<file path="src/inc/ddr_read_pkg.sv">
// shared constants for the double-rate single-line read handler
package ddr_read_pkg;

	// instruction codes
	localparam logic [7:0] DDR_SINGLE_READ_CMD       = 8'h0D;
	localparam logic [7:0] DDR_SINGLE_READ_4BYTE_CMD = 8'h0E;

	// last bit index of each phase, counted in captured bits
	localparam logic [5:0] INSTR_LAST   = 6'h07;
	localparam logic [5:0] ADDR_LAST_3B = 6'h17;
	localparam logic [5:0] ADDR_LAST_4B = 6'h1F;
	localparam logic [5:0] MODE_LAST    = 6'h07;

	// training preamble: four clock cycles, one bit per edge
	localparam logic [5:0] PREAMBLE_EDGES = 6'h08;

	// continuous mode is dropped by frames of this many cycles or fewer
	localparam logic [3:0] SHORT_FRAME_CYCLES = 4'h8;

	// dummy clock cycles for each latency code
	localparam logic [4:0] LAT_LC0 = 5'h05;
	localparam logic [4:0] LAT_LC1 = 5'h06;
	localparam logic [4:0] LAT_LC2 = 5'h07;
	localparam logic [4:0] LAT_LC3 = 5'h08;

	// array address width
	localparam int ARRAY_AW_DEF = 24;

	// synchroniser reset level: chip select idle high
	localparam logic [2:0] SYNC_RST = 3'h7;

	// command phases, gray coded along the usual path
	typedef enum logic [2:0] {
		ST_IDLE  = 3'b000,
		ST_INSTR = 3'b001,
		ST_ADDR  = 3'b011,
		ST_MODE  = 3'b010,
		ST_DUMMY = 3'b110,
		ST_DATA  = 3'b111,
		ST_SKIP  = 3'b101
	} phase_t;

endpackage

</file>
<file path="src/hdl/pin_sync.sv">
// two flip-flop synchroniser for asynchronous pins
`timescale 1ns/1ns
module pin_sync #(
	parameter int         W   = 3,
	parameter logic [W-1:0] RST = '0
) (
	input  wire logic         clk,
	input  wire logic         rst_n,
	input  wire logic [W-1:0] d,
	output logic      [W-1:0] q
);

	logic [W-1:0] meta;

	// first stage is read by the second stage only
	always_ff @(posedge clk) begin
		if (!rst_n) begin
			meta <= RST;
			q    <= RST;
		end else begin
			meta <= d;
			q    <= meta;
		end
	end

endmodule

</file>
<file path="src/hdl/edge_find.sv">
// rise and fall detection on synchronised levels
`timescale 1ns/1ns
module edge_find #(
	parameter int           W   = 2,
	parameter logic [W-1:0] RST = '0
) (
	input  wire logic         clk,
	input  wire logic         rst_n,
	input  wire logic [W-1:0] level,
	output logic      [W-1:0] rise,
	output logic      [W-1:0] fall
);

	logic [W-1:0] prev;

	// previous sample for comparison
	always_ff @(posedge clk) begin
		if (!rst_n)
			prev <= RST;
		else
			prev <= level;
	end

	// one-cycle pulses
	assign rise = level & ~prev;
	assign fall = ~level & prev;

endmodule

</file>
<file path="src/hdl/ddr_single_line_fast_read.sv">
// double-rate single-line fast read handler of the serial flash
//
// Behaviour
// opcode 0Dh with address select clear takes a 3-byte address.
// opcode 0Dh with address select set takes a 4-byte address.
// opcode 0Eh always takes a 4-byte address.
// instruction on rising edges only; address, mode, data on both edges.
// host keeps the serial clock at or below 80 MHz.
// dummy latency length comes from the latency code field.
// no-mode table: instruction, address, latency, no mode cycles.
// input line is ignored during dummy cycles.
// data leaves on the output line one bit per clock edge.
// any start address; counter advances after every byte.
// counter wraps from the top address to zero and keeps going.
// mode table: instruction, address, four mode cycles, latency.
// complementary mode nibbles make the next frame start at address.
// non-complementary mode ends continuous mode at chip-select rise.
// a frame of eight cycles or fewer ends continuous mode.
// host keeps chip select low through mode and dummy cycles.
// a hold or pause never suspends this command.
// training pattern driven on the output line when enabled.
// continuous mode skips the eight-cycle instruction phase.
// training pattern fills the four cycles right before data.
// host releases its drivers for the whole dummy period.
// mode byte arrives msb first; nibbles compared when complete.
// first bits are an instruction, or address in continuous mode.
`timescale 1ns/1ns
module ddr_single_line_fast_read #(
	parameter int ARRAY_AW = ddr_read_pkg::ARRAY_AW_DEF
) (
	input  wire logic                clk,
	input  wire logic                rst_n,
	input  wire logic                cs_n_pin,
	input  wire logic                sclk_pin,
	input  wire logic                si_pin,
	input  wire logic                addr_width_select_bit,
	input  wire logic                latency_table_with_mode,
	input  wire logic [1:0]          latency_code_field,
	input  wire logic                capture_training_pattern,
	input  wire logic [7:0]          training_pattern,
	input  wire logic [7:0]          mem_data,
	output logic                     so,
	output logic                     so_oe,
	output logic      [ARRAY_AW-1:0] mem_addr,
	output logic                     execute_in_place
);

	// dummy edges for a latency code, two edges per clock cycle
	function automatic logic [5:0] lat_edges(input logic [1:0] lc);
		logic [4:0] cyc;
		cyc = ddr_read_pkg::LAT_LC0;
		unique case (lc)
			2'h0: cyc = ddr_read_pkg::LAT_LC0;
			2'h1: cyc = ddr_read_pkg::LAT_LC1;
			2'h2: cyc = ddr_read_pkg::LAT_LC2;
			2'h3: cyc = ddr_read_pkg::LAT_LC3;
		endcase
		return {cyc, 1'b0};
	endfunction

	logic                 cs_n_s;
	logic                 sclk_s;
	logic                 si_s;
	logic [1:0]           rise;
	logic [1:0]           fall;
	logic                 cs_rise;
	logic                 cs_fall;
	logic                 sclk_rise;
	logic                 sclk_edge;
	ddr_read_pkg::phase_t state;
	logic [5:0]           cnt;
	logic [31:0]          sh_in;
	logic [7:0]           sh_out;
	logic                 long_addr;
	logic                 mode_done;
	logic                 mode_ok;
	logic [3:0]           frame_cyc;
	logic [5:0]           dummy_last;
	logic [5:0]           pre_first;
	logic                 pre_allowed;
	logic [7:0]           last_byte;
	logic [31:0]          last_word;
	logic                 instr_end;
	logic                 addr_end;
	logic                 mode_end;
	logic                 dummy_end;
	logic                 data_launch;
	logic                 in_preamble;
	logic                 opcode_ok;
	logic                 opcode_long;

	// all link pins cross into clk through two flops
	pin_sync #(
		.W   (3),
		.RST (ddr_read_pkg::SYNC_RST)
	) u_sync (
		.clk   (clk),
		.rst_n (rst_n),
		.d     ({cs_n_pin, sclk_pin, si_pin}),
		.q     ({cs_n_s, sclk_s, si_s})
	);

	// no hold gating
	// edges of chip select and serial clock; nothing can pause them
	edge_find #(
		.W   (2),
		.RST (ddr_read_pkg::SYNC_RST[2:1])
	) u_edge (
		.clk   (clk),
		.rst_n (rst_n),
		.level ({cs_n_s, sclk_s}),
		.rise  (rise),
		.fall  (fall)
	);

	assign cs_rise   = rise[1];
	assign cs_fall   = fall[1];
	assign sclk_rise = rise[0] & ~cs_n_s;
	// both edges count
	assign sclk_edge = (rise[0] | fall[0]) & ~cs_n_s;

	// assembled values including the bit on the line now
	assign last_byte = {sh_in[6:0], si_s};
	assign last_word = {sh_in[30:0], si_s};

	// short form address
	// select bit widens
	// R3 4-byte opcode
	assign opcode_ok   = (last_byte == ddr_read_pkg::DDR_SINGLE_READ_CMD) ||
		(last_byte == ddr_read_pkg::DDR_SINGLE_READ_4BYTE_CMD);
	assign opcode_long =
		(last_byte == ddr_read_pkg::DDR_SINGLE_READ_4BYTE_CMD) ||
		addr_width_select_bit;

	// latency from code
	assign dummy_last  = lat_edges(latency_code_field) - 6'h01;
	assign pre_allowed = capture_training_pattern &&
		(dummy_last >= ddr_read_pkg::PREAMBLE_EDGES);
	assign pre_first   = dummy_last - ddr_read_pkg::PREAMBLE_EDGES;

	// instruction single rate
	assign instr_end = (state == ddr_read_pkg::ST_INSTR) && sclk_rise &&
		(cnt == ddr_read_pkg::INSTR_LAST);
	assign addr_end  = (state == ddr_read_pkg::ST_ADDR) && sclk_edge &&
		(cnt == (long_addr ? ddr_read_pkg::ADDR_LAST_4B :
		ddr_read_pkg::ADDR_LAST_3B));
	assign mode_end  = (state == ddr_read_pkg::ST_MODE) && sclk_edge &&
		(cnt == ddr_read_pkg::MODE_LAST);
	assign dummy_end = (state == ddr_read_pkg::ST_DUMMY) && sclk_edge &&
		(cnt == dummy_last);

	// the edge closing the dummy period already launches data bit 7
	assign data_launch = dummy_end ||
		((state == ddr_read_pkg::ST_DATA) && sclk_edge);
	// four cycles before data
	assign in_preamble = pre_allowed && (state == ddr_read_pkg::ST_DUMMY) &&
		sclk_edge && (cnt >= pre_first) && (cnt != dummy_last);

	// command phase sequencing
	always_ff @(posedge clk) begin
		if (!rst_n) begin
			state <= ddr_read_pkg::ST_IDLE;
			cnt   <= 6'h00;
		end else if (cs_n_s) begin
			state <= ddr_read_pkg::ST_IDLE;
			cnt   <= 6'h00;
		end else if (cs_fall) begin
			// instruction or address
			// instruction skipped
			state <= execute_in_place ? ddr_read_pkg::ST_ADDR :
				ddr_read_pkg::ST_INSTR;
			cnt   <= 6'h00;
		end else begin
			unique case (state)
				ddr_read_pkg::ST_IDLE, ddr_read_pkg::ST_SKIP: begin
					cnt <= cnt;
				end
				ddr_read_pkg::ST_DATA: begin
					// low three bits give the bit phase of the byte
					if (sclk_edge)
						cnt <= cnt + 6'h01;
				end
				ddr_read_pkg::ST_INSTR: begin
					if (instr_end) begin
						cnt   <= 6'h00;
						// other opcodes belong to other handlers
						state <= opcode_ok ? ddr_read_pkg::ST_ADDR :
							ddr_read_pkg::ST_SKIP;
					end else if (sclk_rise) begin
						cnt <= cnt + 6'h01;
					end
				end
				ddr_read_pkg::ST_ADDR: begin
					if (addr_end) begin
						cnt   <= 6'h00;
						// mode table
						// no mode cycles
						state <= latency_table_with_mode ?
							ddr_read_pkg::ST_MODE : ddr_read_pkg::ST_DUMMY;
					end else if (sclk_edge) begin
						cnt <= cnt + 6'h01;
					end
				end
				ddr_read_pkg::ST_MODE: begin
					if (mode_end) begin
						cnt   <= 6'h00;
						state <= ddr_read_pkg::ST_DUMMY;
					end else if (sclk_edge) begin
						cnt <= cnt + 6'h01;
					end
				end
				ddr_read_pkg::ST_DUMMY: begin
					if (dummy_end) begin
						// bit 7 of the first byte leaves on this edge
						cnt   <= 6'h01;
						state <= ddr_read_pkg::ST_DATA;
					end else if (sclk_edge) begin
						cnt <= cnt + 6'h01;
					end
				end
				default: begin
					state <= ddr_read_pkg::ST_IDLE;
					cnt   <= 6'h00;
				end
			endcase
		end
	end

	// input shift register; cleared so a short address reads high zero
	always_ff @(posedge clk) begin
		if (!rst_n) begin
			sh_in <= 32'h0000_0000;
		end else if (cs_fall || instr_end || addr_end) begin
			sh_in <= 32'h0000_0000;
		end else if ((state == ddr_read_pkg::ST_INSTR && sclk_rise) ||
			((state == ddr_read_pkg::ST_ADDR ||
			state == ddr_read_pkg::ST_MODE) && sclk_edge)) begin
			// dummy input ignored
			// msb first
			sh_in <= last_word;
		end
	end

	// address length follows the last decoded instruction
	always_ff @(posedge clk) begin
		if (!rst_n)
			long_addr <= 1'b0;
		else if (instr_end && opcode_ok)
			long_addr <= opcode_long;
	end

	// mode byte verdict, kept until the next frame starts
	always_ff @(posedge clk) begin
		if (!rst_n || cs_fall) begin
			mode_done <= 1'b0;
			mode_ok   <= 1'b0;
		end else if (mode_end) begin
			// nibbles compared
			mode_done <= 1'b1;
			mode_ok   <= (last_byte[7:4] == ~last_byte[3:0]);
		end
	end

	// clock cycles seen in this frame, saturating above the short limit
	always_ff @(posedge clk) begin
		if (!rst_n || cs_fall)
			frame_cyc <= 4'h0;
		else if (sclk_rise && frame_cyc <= ddr_read_pkg::SHORT_FRAME_CYCLES)
			frame_cyc <= frame_cyc + 4'h1;
	end

	// continuous mode decided at chip-select rise
	always_ff @(posedge clk) begin
		if (!rst_n) begin
			execute_in_place <= 1'b0;
		end else if (cs_rise) begin
			if (execute_in_place &&
				frame_cyc <= ddr_read_pkg::SHORT_FRAME_CYCLES)
				// short frame exit
				execute_in_place <= 1'b0;
			else if (mode_done)
				// complementary stays
				// otherwise leave
				execute_in_place <= mode_ok;
			else
				// a frame cut before the mode byte leaves mode unknown
				execute_in_place <= 1'b0;
		end
	end

	// array address: loaded at address end, stepped per byte sent
	always_ff @(posedge clk) begin
		if (!rst_n) begin
			mem_addr <= '0;
		end else if (addr_end) begin
			// any start byte
			mem_addr <= last_word[ARRAY_AW-1:0];
		end else if (data_launch && (state == ddr_read_pkg::ST_DUMMY ||
			cnt[2:0] == 3'h0)) begin
			// wraps to zero
			mem_addr <= mem_addr + ARRAY_AW'(1);
		end
	end

	// byte phase inside the data stream, reusing cnt low bits
	// output line and its enable
	always_ff @(posedge clk) begin
		if (!rst_n || cs_n_s) begin
			so     <= 1'b0;
			so_oe  <= 1'b0;
			sh_out <= 8'h00;
		end else if (data_launch) begin
			// bit per edge
			so_oe <= 1'b1;
			if (state == ddr_read_pkg::ST_DUMMY ||
				cnt[2:0] == 3'h0) begin
				so     <= mem_data[7];
				sh_out <= {mem_data[6:0], 1'b0};
			end else begin
				so     <= sh_out[7];
				sh_out <= {sh_out[6:0], 1'b0};
			end
		end else if (in_preamble) begin
			// training pattern
			so_oe <= 1'b1;
			if (cnt == pre_first) begin
				so     <= training_pattern[7];
				sh_out <= {training_pattern[6:0], 1'b0};
			end else begin
				so     <= sh_out[7];
				sh_out <= {sh_out[6:0], 1'b0};
			end
		end
	end

endmodule

</file>
<file path="config.mk">
export PLATFORM = sky130hd
export DESIGN_NAME = ddr_single_line_fast_read
export DESIGN_NICKNAME = d
export VERILOG_FILES = /design/src/inc/ddr_read_pkg.sv /design/src/hdl/pin_sync.sv /design/src/hdl/edge_find.sv /design/src/hdl/ddr_single_line_fast_read.sv
export SDC_FILE = /design/constraint.sdc
export NUM_CORES = 1
export LEC_CHECK = 0
export ABC_AREA = 1
export CAP_MARGIN = 5
export CORE_UTILIZATION = 30
export DETAILED_ROUTE_END_ITERATION = 10
export DONT_BUFFER_PORTS = 1
export GPL_TIMING_DRIVEN = 1
export PLACE_DENSITY_LB_ADDON = 0.1
export SLEW_MARGIN = 25
export SYNTH_ARGS = -nofsm -noshare
export SYNTH_HDL_FRONTEND = slang
export SYNTH_SLANG_ARGS = --single-unit
</file>
<file path="constraint.sdc">
create_clock -name clk -period 6.35 [get_ports clk]
set_clock_uncertainty 0.1 [all_clocks]
set_input_delay 0.9525 -clock clk [delete_from_list [all_inputs] [get_ports clk]]
set_output_delay 0.9525 -clock clk [all_outputs]
set_load 0.01 [all_outputs]
</file>
==> results.py <==
metrics = {
    "worst_setup_path": {
        "end_kind": "register",
        "crit_family": "simple AND/OR/NAND/NOR gates",
        "crit_required_ns": 6.49,
        "crit_path_start_kind": "register",
        "critPathMostFrequentCell": "inv_1",
        "worstPathArrival_ns": 2.84,
        "worst-path-max-fanout": 33,
        "critical-path-max-stage-delay_ns": 0.43,
        "crit_cells": 9,
        "crit_type": "reg -> reg",
        "slowest_stage": "nand3_2",
        "ff2ff_path_depth": 9,
        "crit_chain": "inv_1 -> ha_1 -> nor2_4 -> inv_4 -> nor2_2 -> inv_1 -> nand3_2 -> inv_1 -> a211oi_1",
        "path_buf_inv": 4,
    },
    "cells_and_area": {
        "diodes": 0,
        "fill_cells": 1636,
        "area_delta_synth_final_pct": 9.77,
        "stdcell_count": 885,
        "drive_gt1_share_pct": 7.32,
        "final_nets": 727,
    },
    "sta": {
        "relSlewSlack_pct": 37.6,
        "tightest_slew_ns": 0.934,
        "maxSlewViolCount": 0,
        "finalCritPeriodShare_pct": 42.5,
        "finalCriticalPeriod_ns": 2.70,
        "setup_viol": 0,
        "hold_viol": 0,
        "fmax_mhz": 371,
        "tns_ns": 0,
        "rsz0062_at_grt": "false",
    },
    "route": {
        "post_drt_wl_per_cell_um": 14.3,
        "drt_iter0_drc": 255,
        "drc_errors": 0,
        "wl_mm": 12.6,
        "vias": 4258,
        "first_pass_iters": 5,
        "antenna_left": 0,
        "vias_per_cell": 4.81,
    },
    "floorplan": {
        "core-area_sq_um": 15100,
        "die_h_um": 126,
        "ioPinCount": 53,
        "std_cell_rows": 45,
        "dieWidth_um": 126,
        "dieArea_sq_um": 15900,
        "start_util_pct": 30.6,
    },
    "synth": {
        "synth_area_sq_um": 4630,
        "ys_ff_latch": 81,
        "yosys.area.top_type": "dfxtp_1",
        "synthTopCellsByArea": "dfxtp_1 (35%), nand2_1 (16%), nor2_1 (7.9%)",
        "netlist_instances": 697,
        "ys_seq_area_share_pct": 35.0,
        "postSynthAreaPerCell_sq_um": 6.65,
        "ys_top_cells_by_count": "nand2_1 (202), nor2_1 (98), dfxtp_1 (81)",
        "synth_top_area_share_pct": 35.0,
        "synthFlopType": "dfxtp_1",
        "synth_edf_count": 0,
        "ys_warn_count": 0,
        "syn_nets": 732,
        "yosysMostFrequentCell": "nand2_1",
        "synth_cell_types": 41,
        "synthArstFlopShare_pct": 0,
    },
    "clock_network": {
        "clk_latency_ns": 0.35,
        "path_clk_slew_ns": 0.07,
        "htreeDepth": 3,
        "cts_root_buf": "clkbuf_16",
        "cts_buffer_depth": 2,
        "cts_hold_buf": 0,
        "cts_made_buffers": 9,
        "cts_num_sinks": 81,
        "cts_resized": 0,
        "post-cts-setup-buffers": 0,
        "cts_tree": "done",
    },
    "worst_hold_path": {
        "holdCritPathClass": "reg -> reg",
        "hold_path_depth": 1,
    },
    "global_route": {
        "first_global_vias": 4142,
        "antenna_found_initial": 0,
        "grt_max_degree": 34,
        "track_usage_pct": 17.0,
        "grt_pass1_wl_mm": 21.3,
        "grt_overflow_total": 0,
    },
    "place": {
        "placedCellCount": 869,
        "place.detailed.hpwl_mm": 9.38,
        "place.gp.congestion": 0.822,
        "portBuffers": 0,
    },
    "run": {
        "cap_violations": 0,
    },
    "power": {
        "p_leak_nw": 2.05,
        "p_per_area_nw_per_um2": 213,
        "peakVddDrop_mv": 0.123,
    },
    "run_status": {
        "status": "complete, no violations",
    },
}
[metrics by stage]
step / worst slack [ns] / util [%] / power, W / instance area, sq um / hold WS, ns
final: 3.65 / 33.6 / 0.00108 / 5090 / 0.314
after global routing: 3.32 / 33.6 / 0.00113 / 5090 / 0.328
after CTS: 3.59 / 33.6 / 0.00111 / 5090 / 0.317
after detailed placement: 3.34 / 31.5 / 0.000542 / 4780 / 0.298
after global placement: 3.35 / 31.5 / 0.000542 / 4780 / 0.301
after floorplan: 3.79 / - / 0.000538 / 4630 / 0.293
[cell usage in the layout, fill, tap and decap left out, types with 9 or more instances in the layout]
cell type and instances:
a211oi_1 17, a21oi_1 38, clkbuf_16 9, dfxtp_1 81, ha_1 9, inv_1 77, nand2_1 202, nand3_1 36
nor2_1 98, o21ai_0 27, or2_2 10, xor2_1 13
[registers in the layout, indices dropped and copies added, names as in the netlist]
name              flops
u_sync.q              3
so_oe                 1
state                 3
sh_out                7
long_addr             1
mode_done             1
sh_in                23
frame_cyc             4
u_edge.prev           2
cnt                   6
execute_in_place      1
mode_ok               1
u_sync.meta           3
mem_addr             24
so                    1
[worst reg2reg max path, stage by stage, from the launching register on]
cell and delay [ns]:
dfxtp_1 0.31, inv_1 0.04, ha_1 0.31, nor2_4 0.27, inv_4 0.14, nor2_2 0.22, inv_1 0.07, nand3_2 0.43
inv_1 0.39, a211oi_1 0.32
[cell type report]
cell class | instances | area, sq um | area share, %
clock buffers | 9 | 225 | 4.43
clock inverters | 7 | 83.8 | 1.65
multi-input cells | 517 | 2610 | 51.3
well taps | 188 | 235 | 4.62
flip-flops and latches | 81 | 1620 | 31.9
inverters | 83 | 314 | 6.17
[where the power goes]
part	internal, W	switching [W]
combinational	0.00000586	0.0000127
clock	0.000313	0.000242
sequential	0.000510	0.00000142
[logic make-up (layout without fill, tap and decap cells)]
group,count (synthesis),count (layout),synth area share (%)
buffers and inverters,99,99,8.75
flip-flops,81,81,35.0
AND/OR/NAND/NOR,377,377,35.2
adder cells (fa/ha/maj),9,9,2.43
AO/OA/AOI/OAI,103,103,13.1
other,1,1,0.0809
multiplexers,6,6,1.46
XOR/XNOR,21,21,3.97
[metal layers]
| metal | track usage [%] | wire (um) | up-vias |
|---|---|---|---|
| li1 | - | - | 2225 |
| met1 | 22.6 | 6300 | 1914 |
| met2 | 26.0 | 5420 | 104 |
| met3 | 5.48 | 763 | 15 |
| met4 | 5.10 | 160 | 0 |
| met5 | 0 | 0 | - |
[worst paths after layout]
check / slack, ns / start / endpoint
worst max-delay path: 3.65 / u_edge.prev[0] / sh_in[8]
worst min-delay path: 0.31 / u_sync.meta[1] / u_sync.q[1]
worst max register to register: 3.65 / u_edge.prev[0] / sh_in[8]
worst min register to register: 0.31 / u_sync.meta[1] / u_sync.q[1]
(Power assumes the default switching activity.)
